--- config.mk ---
export PLATFORM = sky130hd
export DESIGN_NAME = ptbc_bar_config
export DESIGN_NICKNAME = d
export VERILOG_FILES = /design/src/verilog/ptbc_pkg.sv /design/src/verilog/ptbc_bar_config.sv
export SDC_FILE = /design/constraint.sdc
export NUM_CORES = 1
export LEC_CHECK = 0
export BUFFER_PORTS_ARGS = -buffer_cell sky130_fd_sc_hd__buf_2
export CORE_MARGIN = 10
export CORE_UTILIZATION = 55
export DETAILED_ROUTE_END_ITERATION = 10
export GPL_ROUTABILITY_DRIVEN = 1
export GPL_TIMING_DRIVEN = 0
export PLACE_DENSITY = 0.86
export SYNTH_ARGS = -nofsm -noshare
export SYNTH_HDL_FRONTEND = slang
export SYNTH_SLANG_ARGS = --single-unit
--- constraint.sdc ---
create_clock -name MCLK -period 2.36 [get_ports MCLK]
set_input_delay 0.118 -clock MCLK [delete_from_list [all_inputs] [get_ports MCLK]]
set_output_delay 0.118 -clock MCLK [all_outputs]
set_load 0.05 [all_outputs]
--- src/verilog/ptbc_pkg.sv ---
// Constants, field layout and state encoding for the target base address block.
// Assumes one 40 MHz clock (MCLK) and the PCI reset as the block reset.
//
// Operation
// - Image 0 on: strap high, EEPROM bit set
// - Disable option strap enables both images
// - Disabled image register reads zero, read-only
// - Image 1 on: strap high, EEPROM bit set
// - Address phase compares upper lines against base
// - Block size code sets compared line count
// - Only size-selected base bits writable, rest zero
// - Prefetch needs flag and separate enable bit
// - Prefetch and space flags read as encoded
// - Base fields clear on reset
// - Subsystem identifiers from EEPROM, else zero
// - Identifier written only locally, not while loading
// - ROM register on: EEPROM bit and strap
// - ROM writable both buses, decode needs enable
// - ROM writable bits follow 3-bit size code
// - Messaging unit moves image 0 to 0x010
package ptbc_pkg;

    // ------------------------------------------------------------
    // Configuration offsets
    // ------------------------------------------------------------
    localparam logic [7:0] OFS_IMG0 = 8'h18;
    localparam logic [7:0] OFS_IMG0_ALT = 8'h10;
    localparam logic [7:0] OFS_IMG1 = 8'h1c;
    localparam logic [7:0] OFS_SID = 8'h2c;
    localparam logic [7:0] OFS_ROM = 8'h30;

    // ------------------------------------------------------------
    // Field positions and reset values
    // ------------------------------------------------------------
    localparam int PREFETCHABLE_FLAG_BIT = 3;
    localparam int PAS_BIT = 0;
    localparam int ROM_EN_BIT = 0;
    localparam logic [15:0] RST_BA = 16'h0000;
    localparam logic [31:0] RST_SID = 32'h0000_0000;
    localparam logic [15:0] FULL_MASK = 16'hffff;

    // ------------------------------------------------------------
    // EEPROM byte map
    // ------------------------------------------------------------
    localparam logic [3:0] EE_BYTE_SUBSYSTEM_VENDOR_IDENT_LO = 4'h1;
    localparam logic [3:0] EE_BYTE_SUBSYSTEM_VENDOR_IDENT_HI = 4'h2;
    localparam logic [3:0] EE_BYTE_SID_LO = 4'h3;
    localparam logic [3:0] EE_BYTE_SID_HI = 4'h4;
    localparam logic [3:0] EE_BYTE_ROM = 4'h5;
    localparam logic [3:0] EE_BYTE_IMG0 = 4'h7;
    localparam logic [3:0] EE_BYTE_IMG1 = 4'h8;
    localparam int EE_BIT_ROM_EN = 7;
    localparam int EE_BIT_IMG0_EN = 5;
    localparam int EE_BIT_IMG0_PREFETCHABLE_FLAG = 6;
    localparam int EE_BIT_IMG0_PAS = 4;
    localparam int EE_BIT_IMG1_EN = 7;
    localparam int EE_BIT_IMG1_PREFETCHABLE_FLAG = 6;
    localparam int EE_BIT_IMG1_PAS = 5;

    // ------------------------------------------------------------
    // Timing and states
    // ------------------------------------------------------------
    localparam logic [2:0] STRAP_SETTLE = 3'h4;

    typedef enum logic [1:0] {
        PTBC_STRAP = 2'b00,
        PTBC_LOAD = 2'b01,
        PTBC_RUN = 2'b10
    } ptbc_state_type;

endpackage : ptbc_pkg

--- src/verilog/ptbc_bar_config.sv ---
// Target image, subsystem identification and expansion ROM base registers.
// Assumes config and local accesses are one-cycle strobes on MCLK and the
// EEPROM reader hands over bytes with an index while the load request stands.
`timescale 1ns/1ps

module ptbc_bar_config
    import ptbc_pkg::*;
(
    input wire logic MCLK,
    input wire logic ARST_N,
    input wire logic EEPROM_ENABLE_PIN,
    input wire logic PCI_DISABLE_OPTION,
    input wire logic MESSAGING_UNIT_ENABLE,
    input wire logic [3:0] IMG0_BLOCK_SIZE_CODE,
    input wire logic [3:0] IMG1_BLOCK_SIZE_CODE,
    input wire logic [2:0] ROM_BLOCK_SIZE_CODE,
    input wire logic IMG0_LOCAL_PREFETCH_ENABLE,
    input wire logic IMG1_LOCAL_PREFETCH_ENABLE,
    input wire logic EE_BYTE_VALID,
    input wire logic [3:0] EE_BYTE_INDEX,
    input wire logic [7:0] EE_BYTE_DATA,
    input wire logic EE_LOAD_DONE,
    input wire logic CFG_WR,
    input wire logic CFG_RD,
    input wire logic [7:0] CFG_ADDR,
    input wire logic [3:0] CFG_BE,
    input wire logic [31:0] CFG_WDATA,
    input wire logic LCL_WR,
    input wire logic LCL_RD,
    input wire logic [7:0] LCL_ADDR,
    input wire logic [3:0] LCL_BE,
    input wire logic [31:0] LCL_WDATA,
    input wire logic ADDR_PHASE,
    input wire logic [31:0] AD,
    input wire logic ADDR_IS_IO,
    output logic EE_LOAD_REQ,
    output logic [31:0] CFG_RDATA,
    output logic CFG_RVALID,
    output logic [31:0] LCL_RDATA,
    output logic LCL_RVALID,
    output logic IMG0_HIT,
    output logic IMG1_HIT,
    output logic ROM_HIT,
    output logic IMG0_PREFETCH_ACTIVE,
    output logic IMG1_PREFETCH_ACTIVE
);

    // ------------------------------------------------------------
    // Strap synchronisers and latching
    // ------------------------------------------------------------
    logic ee_s1_r, ee_s2_r, ee_s3_r;
    logic dis_s1_r, dis_s2_r, dis_s3_r;
    logic ee_pin_r, pci_disable_option_r;
    logic [2:0] settle_r;
    ptbc_state_type state_r;
    logic loading_r;

    // Pins are asynchronous; third stage lets us see a settled level
    always_ff @(posedge MCLK or negedge ARST_N)
    begin
        if (!ARST_N)
        begin
            ee_s1_r <= 1'b0;
            ee_s2_r <= 1'b0;
            ee_s3_r <= 1'b0;
            dis_s1_r <= 1'b0;
            dis_s2_r <= 1'b0;
            dis_s3_r <= 1'b0;
        end
        else
        begin
            ee_s1_r <= EEPROM_ENABLE_PIN;
            ee_s2_r <= ee_s1_r;
            ee_s3_r <= ee_s2_r;
            dis_s1_r <= PCI_DISABLE_OPTION;
            dis_s2_r <= dis_s1_r;
            dis_s3_r <= dis_s2_r;
        end
    end

    // Straps count only once both late stages agree
    wire straps_steady = (ee_s2_r == ee_s3_r) && (dis_s2_r == dis_s3_r);
    wire settle_done = (settle_r == STRAP_SETTLE);
    wire strap_take = (state_r == PTBC_STRAP) && settle_done && straps_steady;

    // ------------------------------------------------------------
    // Load sequencer
    // ------------------------------------------------------------
    // Straps caught just after reset release, then EEPROM load if strapped
    always_ff @(posedge MCLK or negedge ARST_N)
    begin
        if (!ARST_N)
        begin
            state_r <= PTBC_STRAP;
            settle_r <= 3'h0;
            ee_pin_r <= 1'b0;
            pci_disable_option_r <= 1'b0;
            loading_r <= 1'b0;
        end
        else
        begin
            unique case (state_r)
                PTBC_STRAP:
                begin
                    if (!settle_done)
                        settle_r <= settle_r + 3'h1;
                    if (strap_take)
                    begin
                        ee_pin_r <= ee_s3_r;
                        pci_disable_option_r <= dis_s3_r;
                        loading_r <= ee_s3_r;
                        state_r <= ee_s3_r ? PTBC_LOAD : PTBC_RUN;
                    end
                end
                PTBC_LOAD:
                begin
                    if (EE_LOAD_DONE)
                    begin
                        loading_r <= 1'b0;
                        state_r <= PTBC_RUN;
                    end
                end
                PTBC_RUN:
                begin
                    loading_r <= 1'b0;
                end
                default:
                begin
                    state_r <= PTBC_STRAP;
                    loading_r <= 1'b0;
                end
            endcase
        end
    end

    // ------------------------------------------------------------
    // Register storage
    // ------------------------------------------------------------
    logic ee_img0_en_r, ee_img1_en_r, ee_rom_en_r;
    logic [15:0] ba0_r, ba1_r, rom_ba_r;
    logic pref0_r, pref1_r, pas0_r, pas1_r, rom_dec_r;
    logic [31:0] sid_r;

    // Enables from straps and EEPROM bits
    wire img0_on = (ee_pin_r && ee_img0_en_r) || pci_disable_option_r;
    wire img1_on = (ee_pin_r && ee_img1_en_r) || pci_disable_option_r;
    wire rom_on = ee_pin_r && ee_rom_en_r;

    // Size-selected masks: writable bits and compared lines are the same set
    wire [15:0] mask0 = FULL_MASK << IMG0_BLOCK_SIZE_CODE;
    wire [15:0] mask1 = FULL_MASK << IMG1_BLOCK_SIZE_CODE;
    wire [15:0] rmask = FULL_MASK << ROM_BLOCK_SIZE_CODE;
    wire [7:0] img0_ofs = MESSAGING_UNIT_ENABLE ? OFS_IMG0_ALT : OFS_IMG0;

    // Read images; disabled registers read all zeros
    wire [31:0] rd_img0 = img0_on ? {ba0_r & mask0, 12'h000, pref0_r, 2'b00, pas0_r}
                                  : 32'h0000_0000;
    wire [31:0] rd_img1 = img1_on ? {ba1_r & mask1, 12'h000, pref1_r, 2'b00, pas1_r}
                                  : 32'h0000_0000;
    wire [31:0] rd_rom = rom_on ? {rom_ba_r & rmask, 15'h0000, rom_dec_r}
                                : 32'h0000_0000;

    // Shared read decode; unmapped offsets read zero
    function automatic logic [31:0] rd_word(input logic [7:0] a);
        logic [31:0] v;
        v = 32'h0000_0000;
        if (a == img0_ofs)
            v = rd_img0;
        else if (a == OFS_IMG1)
            v = rd_img1;
        else if (a == OFS_SID)
            v = sid_r;
        else if (a == OFS_ROM)
            v = rd_rom;
        return v;
    endfunction : rd_word

    // ------------------------------------------------------------
    // Write selection
    // ------------------------------------------------------------
    // Local write wins a same-cycle collision; writes wait until loading ends
    wire w_lcl = LCL_WR;
    wire w_go = (LCL_WR || CFG_WR) && (state_r == PTBC_RUN) && !loading_r;
    wire [7:0] w_addr = w_lcl ? LCL_ADDR : CFG_ADDR;
    wire [3:0] w_be = w_lcl ? LCL_BE : CFG_BE;
    wire [31:0] w_data = w_lcl ? LCL_WDATA : CFG_WDATA;
    wire [31:0] w_bemask = {{8{w_be[3]}}, {8{w_be[2]}}, {8{w_be[1]}}, {8{w_be[0]}}};
    wire w_img0 = w_go && (w_addr == img0_ofs) && img0_on;
    wire w_img1 = w_go && (w_addr == OFS_IMG1) && img1_on;
    wire w_sid = w_go && w_lcl && (w_addr == OFS_SID);
    wire w_rom = w_go && (w_addr == OFS_ROM) && rom_on;
    wire [15:0] w_hi = w_data[31:16];
    wire [15:0] w_hi_mask = w_bemask[31:16];

    // Byte-lane merges; bits outside the size mask are dropped
    wire [15:0] ba0_nxt = ((ba0_r & ~w_hi_mask) | (w_hi & w_hi_mask)) & mask0;
    wire [15:0] ba1_nxt = ((ba1_r & ~w_hi_mask) | (w_hi & w_hi_mask)) & mask1;
    wire [15:0] rom_ba_nxt = ((rom_ba_r & ~w_hi_mask) | (w_hi & w_hi_mask)) & rmask;
    wire [31:0] sid_nxt = (sid_r & ~w_bemask) | (w_data & w_bemask);

    // EEPROM byte capture strobes
    wire ee_take = EE_BYTE_VALID && loading_r;
    wire ee_img0 = ee_take && (EE_BYTE_INDEX == EE_BYTE_IMG0);
    wire ee_img1 = ee_take && (EE_BYTE_INDEX == EE_BYTE_IMG1);

    // ------------------------------------------------------------
    // Target image registers
    // ------------------------------------------------------------
    // Base fields clear on reset; flags from EEPROM, prefetch flag also from local writes
    always_ff @(posedge MCLK or negedge ARST_N)
    begin
        if (!ARST_N)
        begin
            ba0_r <= RST_BA;
            ba1_r <= RST_BA;
            pref0_r <= 1'b0;
            pref1_r <= 1'b0;
            pas0_r <= 1'b0;
            pas1_r <= 1'b0;
            ee_img0_en_r <= 1'b0;
            ee_img1_en_r <= 1'b0;
        end
        else
        begin
            if (w_img0)
                ba0_r <= ba0_nxt;
            if (w_img1)
                ba1_r <= ba1_nxt;
            if (w_img0 && w_lcl && w_be[0])
                pref0_r <= w_data[PREFETCHABLE_FLAG_BIT];
            if (w_img1 && w_lcl && w_be[0])
                pref1_r <= w_data[PREFETCHABLE_FLAG_BIT];
            if (ee_img0)
            begin
                ee_img0_en_r <= EE_BYTE_DATA[EE_BIT_IMG0_EN];
                pref0_r <= EE_BYTE_DATA[EE_BIT_IMG0_PREFETCHABLE_FLAG];
                pas0_r <= EE_BYTE_DATA[EE_BIT_IMG0_PAS];
            end
            if (ee_img1)
            begin
                ee_img1_en_r <= EE_BYTE_DATA[EE_BIT_IMG1_EN];
                pref1_r <= EE_BYTE_DATA[EE_BIT_IMG1_PREFETCHABLE_FLAG];
                pas1_r <= EE_BYTE_DATA[EE_BIT_IMG1_PAS];
            end
        end
    end

    // ------------------------------------------------------------
    // Subsystem identification and expansion ROM
    // ------------------------------------------------------------
    // Identifier stays zero unless loaded; only the local bus may write it
    always_ff @(posedge MCLK or negedge ARST_N)
    begin
        if (!ARST_N)
        begin
            sid_r <= RST_SID;
            rom_ba_r <= RST_BA;
            rom_dec_r <= 1'b0;
            ee_rom_en_r <= 1'b0;
        end
        else
        begin
            if (w_sid)
                sid_r <= sid_nxt;
            if (w_rom)
                rom_ba_r <= rom_ba_nxt;
            if (w_rom && w_be[0])
                rom_dec_r <= w_data[ROM_EN_BIT];
            if (ee_take)
            begin
                case (EE_BYTE_INDEX)
                    EE_BYTE_SUBSYSTEM_VENDOR_IDENT_LO: sid_r[7:0] <= EE_BYTE_DATA;
                    EE_BYTE_SUBSYSTEM_VENDOR_IDENT_HI: sid_r[15:8] <= EE_BYTE_DATA;
                    EE_BYTE_SID_LO: sid_r[23:16] <= EE_BYTE_DATA;
                    EE_BYTE_SID_HI: sid_r[31:24] <= EE_BYTE_DATA;
                    EE_BYTE_ROM: ee_rom_en_r <= EE_BYTE_DATA[EE_BIT_ROM_EN];
                    default: ;
                endcase
            end
        end
    end

    // ------------------------------------------------------------
    // Transaction decode
    // ------------------------------------------------------------
    // Compare only the lines the size code keeps; space type must match
    wire hit0 = ADDR_PHASE && img0_on && (ADDR_IS_IO == pas0_r)
                && (((AD[31:16] ^ ba0_r) & mask0) == 16'h0000);
    wire hit1 = ADDR_PHASE && img1_on && (ADDR_IS_IO == pas1_r)
                && (((AD[31:16] ^ ba1_r) & mask1) == 16'h0000);
    wire hitr = ADDR_PHASE && rom_on && rom_dec_r && !ADDR_IS_IO
                && (((AD[31:16] ^ rom_ba_r) & rmask) == 16'h0000);

    // Registered outputs: hits, prefetch and read data one cycle later
    always_ff @(posedge MCLK or negedge ARST_N)
    begin
        if (!ARST_N)
        begin
            IMG0_HIT <= 1'b0;
            IMG1_HIT <= 1'b0;
            ROM_HIT <= 1'b0;
            IMG0_PREFETCH_ACTIVE <= 1'b0;
            IMG1_PREFETCH_ACTIVE <= 1'b0;
            CFG_RDATA <= 32'h0000_0000;
            CFG_RVALID <= 1'b0;
            LCL_RDATA <= 32'h0000_0000;
            LCL_RVALID <= 1'b0;
        end
        else
        begin
            IMG0_HIT <= hit0;
            IMG1_HIT <= hit1;
            ROM_HIT <= hitr;
            IMG0_PREFETCH_ACTIVE <= pref0_r && IMG0_LOCAL_PREFETCH_ENABLE;
            IMG1_PREFETCH_ACTIVE <= pref1_r && IMG1_LOCAL_PREFETCH_ENABLE;
            CFG_RDATA <= CFG_RD ? rd_word(CFG_ADDR) : CFG_RDATA;
            CFG_RVALID <= CFG_RD;
            LCL_RDATA <= LCL_RD ? rd_word(LCL_ADDR) : LCL_RDATA;
            LCL_RVALID <= LCL_RD;
        end
    end

    // Load request is the loading flag itself
    assign EE_LOAD_REQ = loading_r;
endmodule : ptbc_bar_config

After elaboration in Yosys (flattened, before gate mapping)
Cells that the tools add are included.
{"block": "word_totals", "register_bits": 173, "latch_bits": 0, "ramBits": 0, "romBits": 0, "in_bits": 158, "out_inout_bits": 72, "elab_cells": 174, "mem_count": 0}
{"block": "classes", "add_sub_neg": 1, "n_mul": 0, "n_div": 0, "order_cmp": 0, "eq_ne": 28, "n_shift": 3, "muxes": 32, "n_bitwise": 26, "reduce_logical": 52}
{"op": "32-bit two-way mux", "n": 14}
{"op": "16-bit bitwise AND", "n": 13}
{"op": "32-bit bitwise AND", "n": 2}
{"op": "8-bit by 6-bit == test with 1-bit output (second input constant)", "n": 6}
{"op": "16-bit zero test", "n": 3}
{"op": "16-bit bitwise OR", "n": 3}
{"op": "16-bit bitwise XOR", "n": 3}
{"op": "8-bit two-way mux", "n": 5}
{"op": "1-bit logical AND", "n": 36}
{"op": "32-bit NOT", "n": 1}
{"op": "32-bit bitwise OR", "n": 1}
{"op": "16-bit by 4-bit << shifter with 16-bit output (first input constant)", "n": 2}
{"op": "8-bit by 5-bit == test with 1-bit output", "n": 3}
{"op": "8-bit by 5-bit == test with 1-bit output (second input constant)", "n": 3}
{"op": "16-bit NOT", "n": 1}
{"op": "16-bit by 3-bit << shifter with 16-bit output (first input constant)", "n": 1}
{"op": "4-bit by 3-bit == test with 1-bit output (second input constant)", "n": 3}
{"op": "4-bit by 2-bit == test with 1-bit output (second input constant)", "n": 2}
{"op": "4-bit two-way mux", "n": 2}
{"op": "2-bit AND reduction", "n": 4}
{"op": "1-bit two-way mux", "n": 6}
{"op": "2-bit two-way mux", "n": 3}
{"op": "2-bit one-hot mux with 3 select lines", "n": 1}
{"op": "1-bit == test", "n": 4}
{"op": "other kinds (14)", "n": 20}

Logic depth before layout (Yosys ltp)
{"block": "logic_depth", "word_depth": 9, "mapped_depth": 8}

Least setup slack after synthesis
No wires, ideal clock.
{"block": "synth_path", "path_kind": "reg2reg", "startpoint": "register loading_r (netlist: EE_LOAD_REQ)", "endpoint": "register sid_r[0]", "setup_ps": 125, "arrival_ps": 2263, "path_slack_ps": -28, "path_stages_with_launch": 6, "path_buffers": 0, "period_less_slack_ps": 2388, "path_cell_list": "dfrtp_1 nor3b_1 o21ai_1 nor3_2 mux2_2 mux2_2"}
{"block": "synth_via", "elab_chain_cells": 7}
{"element": "start, declared", "line_no": "ptbc_bar_config.sv:56", "source": "logic loading_r;"}
{"element": "start signal, assigned", "line_no": "ptbc_bar_config.sv:111", "source": "loading_r <= ee_s3_r;"}
{"element": "1-bit zero test", "line_no": "ptbc_bar_config.sv:183", "source": "wire w_go = (LCL_WR || CFG_WR) && (state_r == PTBC_RUN) && !loading_r;"}
{"element": "1-bit logical AND", "line_no": "ptbc_bar_config.sv:183"}
{"element": "1-bit logical AND (2 in a row)", "line_no": "ptbc_bar_config.sv:190", "source": "wire w_sid = w_go && w_lcl && (w_addr == OFS_SID);"}
{"element": "32-bit two-way mux", "line_no": "ptbc_bar_config.sv:263", "source": "if (w_sid)"}
{"element": "8-bit two-way mux", "line_no": "ptbc_bar_config.sv:271", "source": "case (EE_BYTE_INDEX)"}
{"element": "32-bit two-way mux *", "line_no": "ptbc_bar_config.sv:269", "source": "if (ee_take)"}
{"element": "end signal, assigned", "line_no": "ptbc_bar_config.sv:264", "source": "sid_r <= sid_nxt;"}
{"element": "end, declared", "line_no": "ptbc_bar_config.sv:142", "source": "logic [31:0] sid_r;"}
Mark *: on every way between the ends. The rest lies on a longest branch, timed or not.
A chain may end at the register's enable or synchronous reset.

==> results.cfg <==
[drt]
first_iter_violations = 1500
via_per_inst = 6.86
drcViolationCount = 0
routedWlPerCell_microns = 26.1
wl_met3_microns = 4940
routed_wl_microns = 40600
met2_length_microns = 18100
antenna_left = 0
wl_met1_microns = 15300
top_layer_used = met4
vias = 10700
first_pass_iters = 6

[placed_design]
dp_hpwl_microns = 30300
io_buffers = 190
dpl_cell_area_sq_um = 11300
place.gp.congestion = 1.01

[floorplanning]
die-area_sq_um = 24100
die_w_microns = 155
io_pins = 230
initial_core_util_pct = 56.0
fp-row-count = 49
coreArea_sq_um = 18000
die_height_microns = 155

[clock_tree]
clock_sinks = 173
clk_pin_slew_ns = 0.08
htreeDepth = 4
insertion_delay_ns = 0.45
postCtsSetupRepairBufs = 0
cts_made_buffers = 17
clock_path_buffers = 2
cts_tree = yes
cts-root-buf = clkbuf_16

[layout]
layout-drive-gt1-share_pct = 23.1
nets = 1475
fin_area_sq_um = 12200
final_core_util_pct = 67.8
fillers = 1465
area_delta_synth_final_pct = 21.2
diodes = 0

[power_and_ir_drop]
p_sw_mw = 2.63
power_mw = 7.74
switching_share_pct = 34.0
pwr-share-clk_pct = 36.6
p_leak_nw = 5.59
p_seq_share_pct = 44.1
p_per_area_nw_per_um2 = 636
p_int_mw = 5.11
ir_drop_v = 0.000544
p_comb_share_pct = 19.2

[synthesis]
syn_area_per_cell_sq_um = 9.22
ys_top_cells_by_count = 173 x dfrtp_1, 100 x o21ai_0, 95 x nand2_1, 76 x a21oi_1, 75 x nor2_1
synthCells = 1090
synth_top_area_share_pct = 43.1
yosys_most_used_dff = dfrtp_1
yosysWarnings = 0
synth_area_leaders = dfrtp_1 43%, o21ai_0 5.0%, mux2_2 4.6%, a21oi_1 3.8%, nand2_1 3.5%
synthArstFlopShare_pct = 100
synth_edf_count = 0
synth_fp_nets = 1250
synth_largest_area_cell = dfrtp_1
synth_area_sq_um = 10100
ys_ff_latch = 173
yosysMostFrequentCell = dfrtp_1
ys_seq_area_share_pct = 43.1
synth.distinct_cells = 72

[timing]
grt_setup_unrepaired = true
fin_hold_ws_ns = -0.00830
setup_viol = 1
fin_skew_ns = 0.00905
finalHoldViolations = 1
post-route-min-period_ns = 2.41
maxClockFrequency_ghz = 0.416
worst_pin_slew_ns = 1.33
fin_crit_sh_pct = 102
slew_headroom_pct = 10.5
setup_ws_ns = -0.0467
final_max_slew_viol_count = 0

[worst_hold_path]
min_to = sid_r[7]$_DFF_PN0_
hp-start = LCL_WDATA[7]
hp-class = in -> reg
min_path_cells = 3

[critical_path]
start_kind = flip-flop
path_max_fanout = 8
rrSetupSlack_ns = -0.05
endpoint_kind = flip-flop
setup.worst_path.class = reg -> reg
slowest_delay_ns = 0.43
cp_num_buf_inv = 2
crit_arrival_ns = 2.75
reg2reg_from = ee_pin_r$_DFFE_PN0P_
path_cells = a21o_1 > o21ai_0 > or3_1 > buf_2 > or3b_1 > buf_2 > mux2_4
slowest_stage = dfrtp_2
reg2reg_depth = 7
crit_family = simple AND/OR/NAND/NOR gates
crit_top_cell = buf_2
critPathRequiredTime_ns = 2.70

[grt]
overflow = 0
globalRouteTotalUtil_pct = 32.6
grt_max_degree = 95
antenna_found_initial = 1
grt_pass1_wl_microns = 60900
grt_pass1_vias = 10200

[outcome]
violations = hold timing, setup timing
status = finished, violations left

[job]
cap_violations = 0
[through the flow]
step | TNS, ns | setup WS (ns) | instances
5_1_grt | -0.0634 | -0.0634 | 1557
3_3_place_gp | -293.38 | -1.89 | 1509
2_1_floorplan | 0 | 0.0678 | 1090
4_1_cts | -0.0857 | -0.0857 | 1559
3_5_place_dp | -25.40 | -0.632 | 1510
6_report | -0.0467 | -0.0467 | 1557
[area by class of cell]
class / instances / area (sq um) / share of cell area [%]
Multi-Input combinational cell: 816 / 5420 / 44.5
Sequential cell: 173 / 4330 / 35.6
Timing Repair Buffer: 210 / 1180 / 9.66
Clock buffer: 18 / 429 / 3.52
Buffer: 70 / 289 / 2.37
Tap cell: 229 / 287 / 2.35
Clock inverter: 14 / 148 / 1.21
Inverter: 27 / 101 / 0.832
[routing by layer]
metal,track usage (%),vias up
met5,0,-
met4,16.3,0
met3,8.60,182
met2,49.3,884
met1,42.3,5118
li1,-,4491
[kinds of logic after synthesis]
family	after synthesis	synth area share, %
compound gates	363	23.8
xor+xnor	57	4.97
fa+ha+maj	3	0.349
buf+inv	101	3.92
flops	173	43.1
mux	70	7.53
simple gates	323	16.4
[timing repair]
action | in CTS | in global routing
gates cloned | 0 | 0
hold endpoints to repair | 111 | 0
gates resized for setup | 13 | 23
hold buffers | 18 | 0
pin swaps | 0 | 1
endpoints found under the setup margin | 86 | 68
[worst min-delay path, cell delays in order]
cell	delay [ns]
buf_2	0.08
mux2i_1	0.05
a21oi_1	0.14
[power groups by stage]
stage,registers (mW),clock network [mW],logic (mW)
floorplan,3.47,0,0.727
global placement,3.44,0,1.33
detailed placement,3.45,0,1.36
CTS,3.39,2.81,1.42
global route,3.43,2.94,1.59
finish,3.42,2.84,1.49
[how the worst max path moves through the flow]
stage / slack [ns] / from / depth (start not counted) / end
CTS: -0.09 / state_r[0]$_DFFE_PN0P_ / 7 / flip-flop
floorplan: 0.07 / EE_LOAD_REQ$_DFFE_PN0P_ / 5 / sid_r[0]$_DFF_PN0_
finish: -0.05 / ee_pin_r$_DFFE_PN0P_ / 7 / flip-flop
global route: -0.06 / ee_pin_r$_DFFE_PN0P_ / 7 / flip-flop
global placement: -1.89 / ARST_N / 1 / EE_LOAD_REQ$_DFFE_PN0P_
detailed placement: -0.63 / LCL_ADDR[1] / 6 / flip-flop
[state kept, by name, indices dropped and copies added (netlist names), 2 cells and up, named ones only]
register   count
CFG_RDATA     32
LCL_RDATA     32
sid_r         32
ba0_r         15
ba1_r         15
rom_ba_r       7
settle_r       3
state_r        2
[cell usage in the layout, fill, tap and decap left out, drive strengths merged, types with 26 or more instances in the layout]
master,instances
xnor2,27
o21ai,102
nand3,36
dfrtp,173
clkbuf,80
mux2,42
nor2,75
a31oi,26
a22o,27
buf,200
nand2,95
a21oi,77
inv,35
mux2i,28
xor2,30
o2bb2ai,27
Note: power is estimated with default switching activity, not from simulation.
